<file path="src/logic/rrx_pkg.sv">
// constants, encodings and types for the return/rotate instruction executor
// What this block does
// - software reset: full reset, clear reset-instruction flag
// - interrupt return pops stack, two cycles, no flags
// - interrupt return sets global interrupt enable bit
// - literal return loads literal into working register
// - literal return pops stack into PC, two cycles
// - plain return pops stack, two cycles, no flags
// - rotate left through carry, only carry changes
// - rotate destination bit: 0 working, 1 file
`default_nettype none
package rrx_pkg;
  localparam int PC_W = 15;
  localparam int STACK_DEPTH = 16;
  localparam int SP_W = 4;
  localparam int FILE_AW = 7;
  // register offsets of the software port (chosen)
  localparam logic [7:0] REG_PC = 8'h00;
  localparam logic [7:0] REG_WREG = 8'h01;
  localparam logic [7:0] REG_STATUS = 8'h02;
  localparam logic [7:0] REG_INTCTL = 8'h03;
  localparam logic [7:0] REG_PWRCTL = 8'h04;
  localparam logic [7:0] REG_SP = 8'h05;
  localparam logic [7:0] REG_FILE_BASE = 8'h80;
  // field positions
  localparam int CARRY_BIT = 0;
  localparam int GIE_BIT = 7;
  localparam int RI_BIT = 2;
  // reset values
  localparam logic [7:0] PWRCTL_RESET = 8'h04;
  localparam logic [7:0] INTCTL_RESET = 8'h00;
  localparam logic [7:0] STATUS_RESET = 8'h00;
  // instruction encodings (14-bit words)
  localparam logic [13:0] OP_NOP = 14'h0000;
  localparam logic [13:0] OP_RESET = 14'h0001;
  localparam logic [13:0] OP_RETFI = 14'h0009;
  localparam logic [12:0] OP_RETURN_HI = 13'h0009; // plain return is 0x0012 or 0x0013, low bit s
  localparam logic [5:0] OP_RETLIT_HI = 6'h34;
  localparam logic [5:0] OP_ROTL_HI = 6'h0d;
  // number of cycles of a return
  localparam int RET_CYCLES = 2;
  typedef enum logic [1:0] {ST_FETCH, ST_RET2} rrx_state_e;
  typedef enum logic [2:0] {K_NOP, K_RESET, K_RETFI, K_RETLIT, K_RETURN, K_ROTL, K_OTHER} rrx_kind_e;
endpackage
`default_nettype wire

</file>
<file path="src/logic/rrx_exec.sv">
// executor for no-op, software reset, returns and rotate-left-through-carry
//
// Our own choices: the address-and-strobe port and the register addresses.
`timescale 1ns/1ps
`default_nettype none
module rrx_exec (
  // clock and reset
  input wire logic core_clk_i,
  input wire logic rst_i,
  // instruction stream
  input wire logic instr_valid_i,
  input wire logic [13:0] instr_i,
  output logic instr_ready_o,
  // call push from the rest of the core
  input wire logic push_i,
  input wire logic [rrx_pkg::PC_W-1:0] push_addr_i,
  // software register port
  input wire logic [7:0] addr_i,
  input wire logic [7:0] wdata_i,
  input wire logic wr_i,
  input wire logic rd_i,
  output logic [7:0] rdata_o,
  // status outputs
  output logic [rrx_pkg::PC_W-1:0] pc_o,
  output logic [7:0] wreg_o,
  output logic carry_o,
  output logic gie_o,
  output logic sw_reset_o,
  output logic unknown_op_o
);
  typedef struct packed {
    rrx_pkg::rrx_state_e st;
    logic [rrx_pkg::PC_W-1:0] pc;
    logic [7:0] wreg;
    logic [7:0] status;
    logic [7:0] intctl;
    logic [7:0] pwrctl;
    logic [rrx_pkg::SP_W-1:0] sp;
    logic [rrx_pkg::STACK_DEPTH-1:0][rrx_pkg::PC_W-1:0] stack;
    logic ready;
    logic [7:0] rdata;
    logic rd_file;
    logic sw_reset;
    logic unknown;
  } rrx_state_s;

  rrx_state_s s_reg;
  rrx_state_s s_next;
  logic mem_we;
  logic [6:0] mem_waddr;
  logic [7:0] mem_wdata;
  logic [6:0] mem_raddr;
  logic [7:0] mem_rdata;
  logic [7:0] rot_val;
  rrx_pkg::rrx_kind_e kind;

  // decode one instruction word into its kind
  function automatic rrx_pkg::rrx_kind_e decode(input logic [13:0] w);
    rrx_pkg::rrx_kind_e k;
    k = rrx_pkg::K_OTHER;
    if (w == rrx_pkg::OP_NOP)
    begin
      k = rrx_pkg::K_NOP;
    end
    else if (w == rrx_pkg::OP_RESET)
    begin
      k = rrx_pkg::K_RESET;
    end
    else if (w == rrx_pkg::OP_RETFI)
    begin
      k = rrx_pkg::K_RETFI;
    end
    else if (w[13:1] == rrx_pkg::OP_RETURN_HI)
    begin
      k = rrx_pkg::K_RETURN;
    end
    else if (w[13:8] == rrx_pkg::OP_RETLIT_HI)
    begin
      k = rrx_pkg::K_RETLIT;
    end
    else if (w[13:8] == rrx_pkg::OP_ROTL_HI)
    begin
      k = rrx_pkg::K_ROTL;
    end
    return k;
  endfunction

  assign kind = decode(instr_i);

  // the file register read is kept combinationally addressed; rotate reads
  // the operand in the previous cycle via the registered memory output
  // so a rotate is accepted only once its operand is presented
  rrx_file_mem u_mem (
    .clk_i(core_clk_i),
    .we_i(mem_we),
    .waddr_i(mem_waddr),
    .wdata_i(mem_wdata),
    .raddr_i(mem_raddr),
    .rdata_o(mem_rdata)
  );

  // rotate value: operand shifted left, old carry into bit 0
  assign rot_val = {mem_rdata[6:0], s_reg.status[rrx_pkg::CARRY_BIT]};

  // next state
  always_comb
  begin
    s_next = s_reg;
    s_next.sw_reset = 1'b0;
    s_next.unknown = 1'b0;
    s_next.rd_file = 1'b0;
    mem_we = 1'b0;
    mem_waddr = instr_i[6:0];
    mem_wdata = rot_val;
    mem_raddr = addr_i[6:0];
    // software register writes
    if (wr_i)
    begin
      if (addr_i[7])
      begin
        mem_we = 1'b1;
        mem_waddr = addr_i[6:0];
        mem_wdata = wdata_i;
      end
      else
      begin
        case (addr_i)
          rrx_pkg::REG_WREG: s_next.wreg = wdata_i;
          rrx_pkg::REG_STATUS: s_next.status = wdata_i;
          rrx_pkg::REG_INTCTL: s_next.intctl = wdata_i;
          rrx_pkg::REG_PWRCTL: s_next.pwrctl = wdata_i;
          default: ;
        endcase
      end
    end
    // push from call logic
    if (push_i)
    begin
      s_next.stack[s_reg.sp] = push_addr_i;
      s_next.sp = s_reg.sp + 1'b1;
    end
    case (s_reg.st)
      rrx_pkg::ST_FETCH:
      begin
        // rotate needs the operand: hold it off a cycle to read memory
        if (instr_valid_i && !wr_i && !rd_i)
        begin
          mem_raddr = instr_i[6:0];
        end
        s_next.ready = 1'b0;
        if (instr_valid_i && s_reg.ready)
        begin
          s_next.pc = s_reg.pc + 1'b1;
          case (kind)
            rrx_pkg::K_NOP: ;
            rrx_pkg::K_RESET:
            begin
              s_next = '0;
              s_next.st = rrx_pkg::ST_FETCH;
              s_next.pwrctl = rrx_pkg::PWRCTL_RESET & ~(8'h01 << rrx_pkg::RI_BIT);
              s_next.intctl = rrx_pkg::INTCTL_RESET;
              s_next.status = rrx_pkg::STATUS_RESET;
              s_next.sw_reset = 1'b1;
            end
            rrx_pkg::K_RETFI, rrx_pkg::K_RETURN, rrx_pkg::K_RETLIT:
            begin
              s_next.sp = s_reg.sp - 1'b1;
              s_next.pc = s_reg.stack[s_reg.sp - 1'b1];
              s_next.st = rrx_pkg::ST_RET2;
              if (kind == rrx_pkg::K_RETFI)
              begin
                s_next.intctl[rrx_pkg::GIE_BIT] = 1'b1;
              end
              if (kind == rrx_pkg::K_RETLIT)
              begin
                s_next.wreg = instr_i[7:0];
              end
            end
            rrx_pkg::K_ROTL:
            begin
              s_next.status[rrx_pkg::CARRY_BIT] = mem_rdata[7];
            end
            default: s_next.unknown = 1'b1;
          endcase
          if (kind == rrx_pkg::K_ROTL)
          begin
            // destination bit d sits at bit 7: 1 writes the file register back
            if (instr_i[7] == 1'b1)
            begin
              mem_we = 1'b1; // file destination
            end
            else
            begin
              s_next.wreg = rot_val; // working register destination
            end
          end
        end
        else if (instr_valid_i)
        begin
          s_next.ready = 1'b1;
        end
      end
      rrx_pkg::ST_RET2:
      begin
        s_next.st = rrx_pkg::ST_FETCH; // second cycle of a return
        s_next.ready = 1'b0;
      end
      default: s_next.st = rrx_pkg::ST_FETCH;
    endcase
    // software reads, data registered for the next cycle
    if (rd_i)
    begin
      s_next.rd_file = addr_i[7];
      case (addr_i)
        rrx_pkg::REG_PC: s_next.rdata = s_reg.pc[7:0];
        rrx_pkg::REG_WREG: s_next.rdata = s_reg.wreg;
        rrx_pkg::REG_STATUS: s_next.rdata = s_reg.status;
        rrx_pkg::REG_INTCTL: s_next.rdata = s_reg.intctl;
        rrx_pkg::REG_PWRCTL: s_next.rdata = s_reg.pwrctl;
        rrx_pkg::REG_SP: s_next.rdata = {4'h0, s_reg.sp};
        default: s_next.rdata = 8'h00;
      endcase
    end
  end

  // state register
  always_ff @(posedge core_clk_i or posedge rst_i)
  begin
    if (rst_i)
    begin
      s_reg <= '0;
      s_reg.pwrctl <= rrx_pkg::PWRCTL_RESET;
      s_reg.intctl <= rrx_pkg::INTCTL_RESET;
      s_reg.status <= rrx_pkg::STATUS_RESET;
    end
    else
    begin
      s_reg <= s_next;
    end
  end

  // outputs straight from flip-flops, except rdata_o, a mux of memory and register read data
  assign rdata_o = s_reg.rd_file ? mem_rdata : s_reg.rdata;
  assign instr_ready_o = s_reg.ready; // ready is already low through the second return cycle
  assign pc_o = s_reg.pc;
  assign wreg_o = s_reg.wreg;
  assign carry_o = s_reg.status[rrx_pkg::CARRY_BIT];
  assign gie_o = s_reg.intctl[rrx_pkg::GIE_BIT];
  assign sw_reset_o = s_reg.sw_reset;
  assign unknown_op_o = s_reg.unknown;
endmodule
`default_nettype wire

</file>
<file path="src/logic/rrx_file_mem.sv">
// file register memory with registered read data
`timescale 1ns/1ps
`default_nettype none
module rrx_file_mem (
  // clock
  input wire logic clk_i,
  // write port
  input wire logic we_i,
  input wire logic [6:0] waddr_i,
  input wire logic [7:0] wdata_i,
  // read port
  input wire logic [6:0] raddr_i,
  output logic [7:0] rdata_o
);
  logic [7:0] mem [0:127];
  // synchronous write and registered read
  always_ff @(posedge clk_i)
  begin
    if (we_i)
    begin
      mem[waddr_i] <= wdata_i;
    end
    rdata_o <= mem[raddr_i];
  end
endmodule
`default_nettype wire

</file>
<file path="config.mk">
export PLATFORM = sky130hd
export DESIGN_NAME = rrx_exec
export DESIGN_NICKNAME = d
export VERILOG_FILES = /design/src/logic/rrx_pkg.sv /design/src/logic/rrx_exec.sv /design/src/logic/rrx_file_mem.sv
export SDC_FILE = /design/constraint.sdc
export NUM_CORES = 2
export LEC_CHECK = 0
export ABC_AREA = 1
export BUFFER_PORTS_ARGS = -buffer_cell sky130_fd_sc_hd__buf_2
export CAP_MARGIN = 20
export CELL_PAD_IN_SITES_DETAIL_PLACEMENT = 0
export CELL_PAD_IN_SITES_GLOBAL_PLACEMENT = 1
export CORE_AREA = 2 2 442 444
export DETAILED_ROUTE_END_ITERATION = 8
export DIE_AREA = 0 0 444 446
export PLACE_DENSITY_LB_ADDON = 0.1
export SLEW_MARGIN = 10
export SYNTH_ARGS = -nofsm -noshare
export SYNTH_HDL_FRONTEND = slang
export SYNTH_HIERARCHICAL = 1
export SYNTH_SLANG_ARGS = --single-unit
</file>
<file path="constraint.sdc">
create_clock -name core_clk_i -period 16.4 [get_ports core_clk_i]
set_input_delay 0.82 -clock core_clk_i [delete_from_list [all_inputs] [get_ports core_clk_i]]
set_output_delay 0.82 -clock core_clk_i [all_outputs]
set_load 0.01 [all_outputs]
</file>
### After elaboration in Yosys (flattened, before gate mapping)

Memories as Yosys holds them, arrays and structs flattened. A register that Yosys moved wholly into a read port is not among the register bits.
Index checks and enable logic that the tools add are counted.

| storage, ports and cells | value |
|---|---|
| flip-flop bits (word level) | 305 |
| bits in latches | 0 |
| bits in writable memories | 1024 |
| memory bits (read-only) | 0 |
| input bits | 51 |
| logic and storage cells | 127 |
| memories | 1 |

| cells by class | value |
|---|---|
| add/sub/neg operators | 3 |
| $mul | 0 |
| div/mod/pow operators | 0 |
| magnitude comparators | 3 |
| equality and inequality tests | 18 |
| shifts and indexed selects | 0 |
| mux-type cells | 55 |
| bitwise logic cells | 0 |
| reductions and logical operators | 19 |

Memories:

| name | depth | bits a word | rd ports | clocked after memory_dff | write ports | RTL line | source |
|---|---|---|---|---|---|---|---|
| u_mem.mem | 128 | 8 | 1 | 1 | 1 | rrx_file_mem.sv:15 | `logic [7:0] mem [0:127];` |

Operator list:

| kind | count |
|---|---|
| 293-bit two-way mux | 1 |
| 276-bit two-way mux | 1 |
| 251-bit two-way mux | 1 |
| 244-bit two-way mux | 1 |
| 240-bit bitwise mux | 1 |
| 8-bit two-way mux | 10 |
| 32-bit two-way mux | 2 |
| 15-bit binary-select mux with 4-bit select | 1 |
| 15-bit demux with 4-bit select | 1 |
| 25-bit case mux with 2 select lines | 1 |
| 8-bit case mux with 6 select lines | 1 |
| 15-bit two-way mux | 3 |
| 7-bit two-way mux | 5 |
| 11-bit two-way mux | 2 |
| 8-bit by 2-bit equality test with 1-bit output (second input constant) | 2 |
| 8-bit by 3-bit equality test with 1-bit output (second input constant) | 2 |
| 15-bit by 1-bit adder with 15-bit output (second input constant) | 1 |
| 3-bit two-way mux | 5 |
| 14-bit by 1-bit equality test with 1-bit output (second input constant) | 1 |
| 14-bit by 4-bit equality test with 1-bit output (second input constant) | 1 |
| 14-bit zero test | 1 |
| 13-bit by 4-bit equality test with 1-bit output (second input constant) | 1 |
| 1-bit two-way mux | 12 |
| 4-bit by 5-bit less-than comparator with 1-bit output (second input constant) | 2 |
| 26 further kinds | 39 |

### Logic depth before layout (Yosys ltp)

| logic depth | value |
|---|---|
| depth after elaboration | 14 |
| mapped depth | 18 |

### Hierarchy

The synthesis kept the hierarchy.

Modules (own cells, without submodules):

| module | instances | cells an instance | area each (µm²) | seq. area each (µm²) |
|---|---|---|---|---|
| rrx_file_mem | 1 | 3575 | 42104.1 | 30909.6 |
| rrx_exec | 1 | 2501 | 17475.5 | 7608.5 |

### Worst setup path after synthesis

OpenSTA, ideal clock, no wires.

| timing path | value |
|---|---|
| kind | in2reg |
| start point | in addr_i[7] |
| end point | mem u_mem.mem[0][0], data pin |
| setup time | 1197 ps |
| arrival | 6086 ps |
| data required time | 15203 ps |
| path slack | 9116 ps |
| stages | 3 |
| cell sequence | nand2_1 clkbuf_1 o21ai_0 |

| between the ends | value |
|---|---|
| cells in the longest elaborated chain, start to end | 2 |

Ends and longest elaborated chain:

| element | RTL line | source |
|---|---|---|
| start, declared | rrx_exec.sv:18 | `input wire logic [7:0] addr_i,` |
| 8-bit two-way mux | rrx_exec.sv:119 | `if (addr_i[7])` |
| 8-bit two-way mux | rrx_exec.sv:117 | `if (wr_i)` |
| named net mem_wdata[0] | rrx_exec.sv:51 | `logic [7:0] mem_wdata;` |
| end, declared | rrx_file_mem.sv:15 |  |

The timed path passes the listed nets, and every way through them passes these cells.

### Worst setup path in the final report

| timing path | value |
|---|---|
| start point | reg s_reg[303] (netlist bit) |
| end point | reg u_mem.rdata_o[1], read port of u_mem.mem |

| between the ends | value |
|---|---|
| cells in the longest elaborated chain, start to end | 2 |

Ends and longest elaborated chain:

| element | RTL line | source |
|---|---|---|
| start, declared | rrx_exec.sv:47 | `rrx_state_s s_reg;` |
| start signal, assigned | rrx_exec.sv:238 | `s_reg <= s_next;` |
| 2-bit zero test | rrx_exec.sv:142 | `case (s_reg.st)` |
| 7-bit two-way mux | rrx_exec.sv:142 |  |
| named net mem_raddr[0] | rrx_exec.sv:52 | `logic [6:0] mem_raddr;` |
| end, declared | rrx_file_mem.sv:13 | `output logic [7:0] rdata_o` |

The timed path passes the listed nets, and every way through them passes these cells.
A chain may end at the register's enable or synchronous reset.

==> run summary <==
worst hold slack -> 0.1258 ns
TNS Setup -> 0 ns
HP Class -> input port to asynchronous set/reset pin
Filler cells -> 19,800
cell count after synthesis -> 6,076
switching pwr -> 3.261 mW
clk_lat worst skew -> 0.80 ns
final period utilization -> 30.63%
chip height -> 446 microns
core area -> 193,600 sq um
Synthesized Nets -> 6,133
total power -> 9.919 mW
Clock Skew -> 0.03047 ns
initial antenna violation count -> 4
Critical path origin -> s_reg[303]$_DFFE_PP0P_
worst relative slew slack -> 23.49%
final setup margin -> 11.38 ns
vias in the first global route -> 41,110
starting density of the core -> 30.78%
power per standard cell area -> 148.3 nW/um^2
Crit path required time -> 17.14 ns
# hold bufs at CTS -> 0
final WL -> 202.5 mm
GP Congestion -> 0.7806
Ys Warns -> 6
post-synthesis sequential area ratio -> 64.65%
Final Hold Viols -> 0
global-route wire length before repair -> 296.0 mm
IO Count -> 87
Via Count -> 42,170
root buf cell -> clkbuf_16
Seq pwr share -> 42.9%
total placed cells including tap cells -> 8,389
Core Rows -> 162
Die W -> 444 microns
area occupied by multi-input gates -> 17,450 sq um
total gr overflow -> 0
r2r endpoint -> u_mem/rdata_o[1]$_DFF_P_
maximum root-to-sink buffer count -> 3
switching fraction of total power -> 32.88%
FF-to-FF path depth -> 18
worst-margin pin slew -> 1.143 ns
Initial DRC Count -> 3,403
VDD IR max -> 185.1 uV
Leakage -> 27.02 nW
Final setup viols -> 0
Final ANT Viol Nets -> 0
Crit Path Category -> register to register
htree depth -> 4
fmax -> 0.1991 GHz
Post-CTS Resized -> 0
combinational power share -> 23.0%
Routed WL per cell -> 23.33 microns
Final Max Slew Viols -> 0
First-pass DRT Iterations -> 5
Netlist Area Pre-Place -> 59,580 sq um
CP Capture Type -> register
Num CTS Buffers -> 162
dpl cell area -> 61,970 sq um
Place WS -> 10.78 ns
#FFs+latches synth -> 1,336
I/O Buffers -> 86
full die area -> 198,000 sq um
RSZ-0062 raised after global routing -> false
register area -> 38,520 sq um
CTS tree -> done
status -> finished clean
Clk pwr share -> 34.1%
Reg clk slew, reported paths -> 0.06 ns
Reg2Reg Launch Point -> s_reg[303]$_DFFE_PP0P_
Non-Filler Cell Area, Final -> 66,890 sq um
Post-Route Utilization -> 34.56%
Distinct cells, synth -> 45
reg-to-reg slack, setup -> 11.38 ns
Vias/cell -> 4.859
nets -> 6,071
Max Cap Viol -> 0
clock sink total -> 1,336
Arr. time, crit path -> 5.77 ns
number of flip-flops in the largest register -> 1,024
Remaining DRCs -> 0
Non-Filler Instances -> 8,680
GRT Total Usage -> 20.22%
Power Internal -> 6.657 mW
layout cells sized above 1 -> 8.052%
Synth-to-Final Area Change -> 12.27%
CP endpoint -> u_mem/rdata_o[1]$_DFF_P_
largest net degree at the start of global routing -> 226
Syn Area/Cell -> 9.806 sq um
Worst Setup Start Kind -> register
DP HPWL -> 114.6 mm
fin crit period -> 5.024 ns
peak fanout along the critical path -> 225
post-CTS setup buffer count -> 0
[worst min-delay path by stage]
stage / startpoint / endpoint / slack [ns]
after floorplan: u_mem/rdata_o[7]$_DFF_P_ / carry_o$_DFF_PP0_ / 0.44
after detailed placement: instr_ready_o$_DFFE_PP0P_ / instr_ready_o$_DFFE_PP0P_ / 0.45
after global placement: instr_ready_o$_DFFE_PP0P_ / instr_ready_o$_DFFE_PP0P_ / 0.45
after global routing: rst_i / s_reg[216]$_DFF_PP0_ / 0.16
final: rst_i / s_reg[216]$_DFF_PP0_ / 0.13
after CTS: rst_i / s_reg[216]$_DFF_PP0_ / 0.14
[cell families after synthesis]
kind of cell    Yosys count  synth area share [%]
fa+ha+maj                 6                0.1260
buf+inv                 818                 6.374
simple gates           3494                 24.79
mux                      28                0.5292
flops                  1336                 64.65
xor+xnor                 11                0.1932
compound gates          383                 3.335
[cell type report]
cell class / count / share of cell area [%]
Timing Repair Buffer: 188 / 1.927
Sequential cell: 1336 / 57.59
Clock buffer: 217 / 6.603
Antenna cell: 3 / 0.01122
Inverter: 404 / 2.323
Tap cell: 2542 / 4.755
Multi-Input combinational cell: 3922 / 26.09
Clock inverter: 68 / 0.7052
[worst max-delay path, cell delays in order (launching register included)]
cell and delay (ns):
dfrtp_1 0.37, inv_1 0.13, nand4_1 0.39, buf_8 0.31, nand2_1 0.11, o21ai_4 0.14
inv_16 0.56, buf_4 0.73, buf_4 0.74, nand2_1 0.10, nand3_1 0.12, nand3_1 0.14
nand3_1 0.15, nand2_1 0.07, nand2_1 0.06, nand3_1 0.16, nand2_1 0.17, nand2_1 0.15
nand2_1 0.11
[Yosys cell counts (all sizes together)]
| library cell | number | area share (%) |
|---|---|---|
| xor2 | 4 | 0.090 |
| clkbuf | 116 | 0.73 |
| edfxtp | 1024 | 52 |
| a21oi | 41 | 0.34 |
| nor3 | 16 | 0.14 |
| inv | 401 | 2.5 |
| nand4 | 22 | 0.24 |
| mux2 | 28 | 0.53 |
| nor2 | 190 | 1.3 |
| buf | 298 | 3.1 |
| nor4 | 1 | 0.011 |
| a31oi | 8 | 0.084 |
| o22ai | 14 | 0.15 |
| dfxtp | 8 | 0.27 |
| o211ai | 8 | 0.10 |
| nor3b | 1 | 0.021 |
| o21bai | 1 | 0.013 |
| o31ai | 2 | 0.025 |
| xnor2 | 7 | 0.10 |
| nand3b | 4 | 0.050 |
| o221ai | 1 | 0.015 |
| ha | 6 | 0.13 |
| dfstp | 1 | 0.044 |
| o21ai | 305 | 2.6 |
| clkinv | 3 | 0.019 |
| o32ai | 1 | 0.015 |
| a22o | 2 | 0.029 |
| dfrtp | 303 | 13 |
| nand3 | 1164 | 9.8 |
| nand2 | 2087 | 13 |
| or2 | 9 | 0.095 |
[power by group through the flow]
| stage | clock network (mW) | logic [mW] | registers (mW) |
|---|---|---|---|
| 2_1_floorplan | 0 | 1.58 | 4.29 |
| 3_3_place_gp | 0 | 2.32 | 4.32 |
| 3_5_place_dp | 0 | 2.32 | 4.32 |
| 4_1_cts | 3.48 | 2.33 | 4.26 |
| 5_1_grt | 3.61 | 2.59 | 4.29 |
| 6_report | 3.38 | 2.28 | 4.26 |
[layout by cell type, fill, tap and decap left out, drive strengths merged]
cell,instances
a21oi,41
a22o,2
a31oi,8
buf,188
bufinv,3
clkbuf,217
clkinv,61
clkinvlp,2
dfrtp,303
dfstp,1
dfxtp,8
diode,3
edfxtp,1024
ha,6
inv,406
mux2,28
nand2,2087
nand3,1164
nand3b,4
nand4,22
nor2,190
nor3,16
nor3b,1
nor4,1
o211ai,8
o21ai,305
o21bai,1
o221ai,1
o22ai,14
o31ai,2
o32ai,1
or2,9
xnor2,7
xor2,4
[routing by layer]
| metal | GRT usage [%] | vias up | part of all wire [%] | wire, microns |
|---|---|---|---|---|
| li1 | - | 20260 | - | - |
| met1 | 28.04 | 20940 | 46 | 93560 |
| met2 | 33.57 | 780 | 48 | 97810 |
| met3 | 2.511 | 195 | 3.5 | 7009 |
| met4 | 4.908 | 2 | 2.0 | 4116 |
| met5 | 0 | - | 0.0094 | 19 |
No activity file was read; power rests on OpenSTA's default activity.
